--- config.mk ---
export PLATFORM = sky130hd
export DESIGN_NAME = nfh_host
export DESIGN_NICKNAME = d
export VERILOG_FILES = /design/src/nfh_pkg.sv /design/src/nfh_host.sv
export SDC_FILE = /design/constraint.sdc
export NUM_CORES = 1
export LEC_CHECK = 0
export BUFFER_PORTS_ARGS = -buffer_cell sky130_fd_sc_hd__buf_2
export CORE_ASPECT_RATIO = 0.8
export CORE_MARGIN = 5
export CORE_UTILIZATION = 40
export CTS_BUF_LIST = sky130_fd_sc_hd__clkbuf_8 sky130_fd_sc_hd__clkbuf_16
export DETAILED_ROUTE_END_ITERATION = 12
export SETUP_SLACK_MARGIN = 0.02
export SLEW_MARGIN = 20
export SYNTH_ARGS = -nofsm -noshare
export SYNTH_HDL_FRONTEND = slang
export SYNTH_SLANG_ARGS = --single-unit
--- constraint.sdc ---
create_clock -name sys_clk -period 3.15 [get_ports sys_clk]
set_clock_uncertainty 0.2 [all_clocks]
set_input_delay 0.63 -clock sys_clk [delete_from_list [all_inputs] [get_ports sys_clk]]
set_output_delay 0.63 -clock sys_clk [all_outputs]
set_load 0.02 [all_outputs]
--- src/nfh_pkg.sv ---
// Package for the host-side NAND flash pin controller
package nfh_pkg;
  localparam int unsigned CLK_MHZ        = 20;
  localparam int unsigned STROBE_LOW_NS  = 100;
  localparam int unsigned STROBE_HIGH_NS = 100;
  localparam int unsigned STROBE_LOW_CYC =
    (STROBE_LOW_NS * CLK_MHZ + 999) / 1000;
  localparam int unsigned STROBE_HIGH_CYC =
    (STROBE_HIGH_NS * CLK_MHZ + 999) / 1000;
  localparam int unsigned CNT_W = 4;
  localparam logic [1:0] KIND_CMD  = 2'h0;
  localparam logic [1:0] KIND_ADDR = 2'h1;
  localparam logic [1:0] KIND_WR   = 2'h2;
  localparam logic [1:0] KIND_RD   = 2'h3;
  localparam logic [7:0] CMD_READ_LOW  = 8'h00;
  localparam logic [7:0] CMD_READ_HIGH = 8'h01;
  localparam int unsigned ADDR_CYCLES = 3;
  typedef enum logic [4:0] {
    ST_IDLE  = 5'h01,
    ST_LOW   = 5'h02,
    ST_HIGH  = 5'h04,
    ST_PUSH  = 5'h08,
    ST_DONE  = 5'h10
  } nfh_state_e;
endpackage : nfh_pkg

--- src/nfh_host.sv ---
// Host controller driving the NAND flash pins, one strobe pulse per request
`timescale 1ns/1ns
// Overview of operation
// - One shared I/O bus carries commands, addresses, write data and read data.
// - Commands and addresses use low eight lines; upper lines carry data only.
// - Command latch high: device takes bus as command on write strobe rise.
// - Address latch high: device takes bus as address on write strobe rise.
module nfh_host #(
  parameter int unsigned DATA_W = 16
) (
  input  wire logic              sys_clk,
  input  wire logic              resetn,
  input  wire logic              reqValid,
  output logic                   reqReady,
  input  wire logic [1:0]        reqKind,
  input  wire logic [DATA_W-1:0] reqData,
  input  wire logic              reqLast,
  output logic                   rspValid,
  input  wire logic              rspReady,
  output logic [DATA_W-1:0]      rspData,
  input  wire logic              writeProtectN,
  input  wire logic              lockEnable,
  output logic                   flashBusy,
  output logic                   cmdLatch,
  output logic                   addrLatch,
  output logic                   chipSelectN,
  output logic                   writeStrobeN,
  output logic                   output_strobe_n,
  output logic                   writeProtN,
  output logic                   lock_autoload_en,
  input  wire logic [DATA_W-1:0] ioIn,
  output logic [DATA_W-1:0]      ioOut,
  output logic                   ioOe,
  input  wire logic              readyBusyIn
);
  nfh_pkg::nfh_state_e stateReg, stateNext;
  logic [nfh_pkg::CNT_W-1:0] cntReg;
  logic [1:0]        kindReg;
  logic              lastReg;
  logic [DATA_W-1:0] capReg;
  logic [2:0]        rbSync;
  logic              rbReg;
  logic [DATA_W-1:0] bufData [2];
  logic [1:0]        bufValid;
  logic              wrPtr, rdPtr;
  logic [1:0]        bufCount;

  // Ready/busy pin through three flops; accept change when last two agree
  wire rbStable = (rbSync[1] == rbSync[2]);
  wire bufFull  = (bufCount == 2'h2);
  wire isRead   = (kindReg == nfh_pkg::KIND_RD);
  wire reqRead  = (reqKind == nfh_pkg::KIND_RD);
  wire lowDone  = (cntReg == nfh_pkg::CNT_W'(nfh_pkg::STROBE_LOW_CYC - 1));
  wire highDone = (cntReg == nfh_pkg::CNT_W'(nfh_pkg::STROBE_HIGH_CYC - 1));
  wire startOk  = (stateReg == nfh_pkg::ST_IDLE) && reqValid && rbReg
               && !(reqRead && bufFull);
  wire pushBuf  = (stateReg == nfh_pkg::ST_PUSH) && !bufFull;
  wire popBuf   = rspValid && rspReady;
  // Command and address bytes use only the low eight lines
  wire [DATA_W-1:0] outWord = (reqKind == nfh_pkg::KIND_WR) ? reqData
                            : {{(DATA_W-8){1'b0}}, reqData[7:0]};

  always_comb begin
    stateNext = stateReg;
    case (stateReg)
      nfh_pkg::ST_IDLE: if (startOk) stateNext = nfh_pkg::ST_LOW;
      nfh_pkg::ST_LOW:  if (lowDone) stateNext = nfh_pkg::ST_HIGH;
      nfh_pkg::ST_HIGH:
        if (highDone)
          stateNext = isRead ? nfh_pkg::ST_PUSH : nfh_pkg::ST_DONE;
      nfh_pkg::ST_PUSH: if (!bufFull) stateNext = nfh_pkg::ST_DONE;
      nfh_pkg::ST_DONE: stateNext = nfh_pkg::ST_IDLE;
      default:          stateNext = nfh_pkg::ST_IDLE;
    endcase
  end

  always_ff @(posedge sys_clk or negedge resetn) begin
    if (!resetn) begin
      rbSync <= 3'h0;
      rbReg  <= 1'b0;
    end else begin
      rbSync <= {rbSync[1:0], readyBusyIn};
      if (rbStable) rbReg <= rbSync[2];
    end
  end

  always_ff @(posedge sys_clk or negedge resetn) begin
    if (!resetn) begin
      stateReg <= nfh_pkg::ST_IDLE;
      cntReg   <= '0;
    end else begin
      stateReg <= stateNext;
      cntReg   <= (stateNext != stateReg) ? '0 : cntReg + 1'b1;
    end
  end

  always_ff @(posedge sys_clk or negedge resetn) begin
    if (!resetn) begin
      kindReg      <= nfh_pkg::KIND_CMD;
      lastReg      <= 1'b1;
      cmdLatch     <= 1'b0;
      addrLatch    <= 1'b0;
      chipSelectN  <= 1'b1;
      writeStrobeN <= 1'b1;
      output_strobe_n <= 1'b1;
      ioOut        <= '0;
      ioOe         <= 1'b0;
      reqReady     <= 1'b0;
      capReg       <= '0;
    end else begin
      reqReady <= startOk;
      if (startOk) begin
        kindReg     <= reqKind;
        lastReg     <= reqLast;
        chipSelectN <= 1'b0;
        cmdLatch    <= (reqKind == nfh_pkg::KIND_CMD);
        addrLatch   <= (reqKind == nfh_pkg::KIND_ADDR);
        ioOut       <= outWord;
        ioOe        <= (reqKind != nfh_pkg::KIND_RD);
        writeStrobeN    <= (reqKind == nfh_pkg::KIND_RD);
        output_strobe_n <= (reqKind != nfh_pkg::KIND_RD);
      end
      if (stateReg == nfh_pkg::ST_LOW && lowDone) begin
        // Rising write or read strobe edge while bus and latches stay put
        writeStrobeN    <= 1'b1;
        output_strobe_n <= 1'b1;
        if (isRead) capReg <= ioIn;
      end
      if (stateReg == nfh_pkg::ST_DONE) begin
        cmdLatch  <= 1'b0;
        addrLatch <= 1'b0;
        ioOe      <= 1'b0;
        if (lastReg) chipSelectN <= 1'b1;
      end
    end
  end

  // Two-entry buffer for read words so a stalled consumer loses none
  always_ff @(posedge sys_clk or negedge resetn) begin
    if (!resetn) begin
      wrPtr    <= 1'b0;
      rdPtr    <= 1'b0;
      bufCount <= 2'h0;
      rspValid <= 1'b0;
      rspData  <= '0;
      bufValid <= 2'h0;
    end else begin
      if (pushBuf) begin
        wrPtr <= ~wrPtr;
        bufValid[wrPtr] <= 1'b1;
      end
      if (popBuf) begin
        rdPtr <= ~rdPtr;
        bufValid[rdPtr] <= 1'b0;
      end
      bufCount <= bufCount + {1'b0, pushBuf} - {1'b0, popBuf};
      rspValid <= (bufCount + {1'b0, pushBuf} - {1'b0, popBuf}) != 2'h0;
      rspData  <= popBuf ? bufData[~rdPtr] : bufData[rdPtr];
      if (!rspValid || popBuf) begin
        if (popBuf && bufCount == 2'h1 || bufCount == 2'h0)
          rspData <= capReg;
      end
    end
  end

  genvar gi;
  for (gi = 0; gi < 2; gi++) begin : g_buf
    always_ff @(posedge sys_clk or negedge resetn) begin
      if (!resetn) bufData[gi] <= '0;
      else if (pushBuf && wrPtr == 1'(gi)) bufData[gi] <= capReg;
    end
  end

  always_ff @(posedge sys_clk or negedge resetn) begin
    if (!resetn) begin
      writeProtN       <= 1'b0;
      lock_autoload_en <= 1'b0;
      flashBusy        <= 1'b1;
    end else begin
      writeProtN       <= writeProtectN;
      lock_autoload_en <= lockEnable;
      flashBusy        <= !rbReg;
    end
  end
endmodule : nfh_host

==> metrics <==
outcome=finished clean; vias in the first global route=2978; DR iter-0 viols=119; Final Core Density=0.4979; first-pass GRT wire length=15020 um; sequential fraction of the synthesis area=0.6153; final net count=491; # setup viols final=0; GRT Total Usage=0.1394; Layout area overhead=20.73%; post-route ant nets=0; drt total wl=8728 um; hold-fix buffers at CTS=0; Post-synth EDFFs=0; crit end category=register; Max clock buf depth=2; fin crit period=2.545 ns; Critical Path RT=3.17 ns; CP Capture Point=rspValid; Detailed Routing Iterations Pass 1=4; crit path from=stateReg[4]; Worst Setup Start Kind=register; clock input transition at the sequential cells of the worst setup and hold paths=0.07 ns; Yosys Warn Count=0; GP Congestion=0.7373; RR Endpoint=rspValid; routed via count=2868; post-route setup TNS=0 ns; initial antenna violation count=0; CTS Sinks=111; Max Slew Vio Count=0; Reg-to-Reg Start=stateReg[4]; Residual DRC=0; syn avg cell area=12.57 um2; CTS tree=built; endpoints failing hold=0; Root Driver=clkbuf_16; Worst EP arrival=2.57 ns; most frequent cells in the layout=dfrtp_1, buf_2, nand2_1, mux2_2, nor2_1; Max Clock Freq=0.3929 GHz; most used flip-flop cell after synthesis=dfrtp_1; ant diodes=0; Cell Area, Synth=4527 um2; Die Span X=128.9 um; Max FO, Critical Path=10; CTS H-tree lvls=3; layout cell share with drive strength beyond 1=0.3822; P_leak=0.002835 uW; PortBufs=84; worst IR drop on VDD=0.3549 mV; most common cell after layout, fill and taps aside=dfrtp_1; worst skew pair latency=0.34 ns; initial core utilization=0.4124; Async SR Flop Fraction=1.000; num ports=85; largest net degree at the start of global routing=57; RSZ-0062 raised after global routing=no; core area=10980 um2; Post-DP HPWL=5969 um; Total Die Area=13560 um2; relative slew slack=0.5301; Cells after Synth=360; Worst Tran Pin Value=0.7049 ns; standard-cell rows=34; HP Class=in2async; die height=105.2 um; DR vias/cell=4.828; gr ovfl total=0; Worst R2R Setup Slack=0.61 ns; post-CTS setup buffers=0; post-CTS resize count=0; max cap viols=0; PwrDens=849.6 nW/um2; Synth Register Bits=111; Num CTS Buffers=9; WL/cell=14.69 um; Netlist cell types=45; syn_nets=406; Reg2Reg Depth=8; WS Path Type=reg2reg; Tcrit/Tclk final=0.8079
[metrics by stage]
stage	power [uW]	cells	hold WS (ns)	setup WS [ns]	instance area, um2
after global placement	3352	578	0.1331	0.6678	5111
final	4643	594	0.1352	0.6050	5465
after detailed placement	3388	578	0.1379	0.5937	5111
after global routing	4942	594	0.1546	0.4175	5465
after CTS	4718	594	0.1541	0.5903	5465
after floorplan	2917	360	0.1312	0.7713	4527
[power by group]
| group | switching, uW | internal [uW] | total, uW | leakage, uW |
|---|---|---|---|---|
| registers | 220 | 1780 | 2000 | 0.00143 |
| logic | 807 | 533 | 1340 | 0.00124 |
| clock network | 505 | 803 | 1310 | 0.000169 |
[flip-flops by register name, indices dropped and copies added, names as in the netlist, 2 cells and up]
name      flops
stateReg      5
rspData      16
rbSync        3
cntReg        4
kindReg       2
capReg       16
bufCount      2
ioOut        16
bufData      32
[synthesized netlist by cell type (all sizes together) (4+ instances only)]
cell	count	area (um2)
dfstp	6	157.7
a21oi	20	100.1
mux2	48	578.1
buf	10	71.32
nor2	30	115.1
mux2i	16	160.2
nand2	54	210.2
xnor2	7	68.82
ha	4	50.05
nand3	10	50.05
clkbuf	8	30.03
dfrtp	105	2628
inv	5	18.77
[worst max-delay path: stages (launching register included)]
cell     delay, ns
dfrtp_1       0.51
nor4_2        0.39
nand3_1       0.23
ha_1          0.34
inv_1         0.04
ha_1          0.18
xnor2_1       0.14
xnor2_1       0.13
or2_2         0.27
[cell families after synthesis]
logic type               count (synthesis)  share of synthesized area
AND/OR/NAND/NOR                        118                     0.1247
flip-flops                             111                     0.6153
multiplexers                            64                     0.1631
AO/OA/AOI/OAI                           31                    0.04008
buffers and inverters                   23                    0.02654
XOR/XNOR                                 8                    0.01714
adder cells (fa/ha/maj)                  5                    0.01327
[cell type report]
cell class | instances | area [um2]
clock inverters | 6 | 115.1
fillers | 1001 | 5510
repair buffers | 92 | 495.5
multi-input cells | 226 | 1632
inverters | 5 | 18.77
well taps | 144 | 180.2
clock buffers | 10 | 239.0
flip-flops and latches | 111 | 2785
[layer usage]
layer | GRT usage | vias up | share of wire
met5 | 0 | - | 0
met4 | 0.04723 | 0 | 0.014
met3 | 0.03978 | 8 | 0.041
met2 | 0.2138 | 46 | 0.48
met1 | 0.1905 | 1434 | 0.46
li1 | - | 1380 | -
[worst min-delay path by stage]
stage | end | depth (start not counted) | slack (ns) | start
floorplan | addrLatch | 0 | 0.13 | resetn
global placement | rbSync[1] | 0 | 0.13 | rbSync[0]
detailed placement | rbSync[1] | 0 | 0.14 | rbSync[0]
CTS | rbSync[1] | 0 | 0.15 | rbSync[0]
global route | rbSync[1] | 0 | 0.15 | rbSync[0]
finish | ioOut[5] | 1 | 0.14 | resetn
Power figures use the tool's default switching activity.
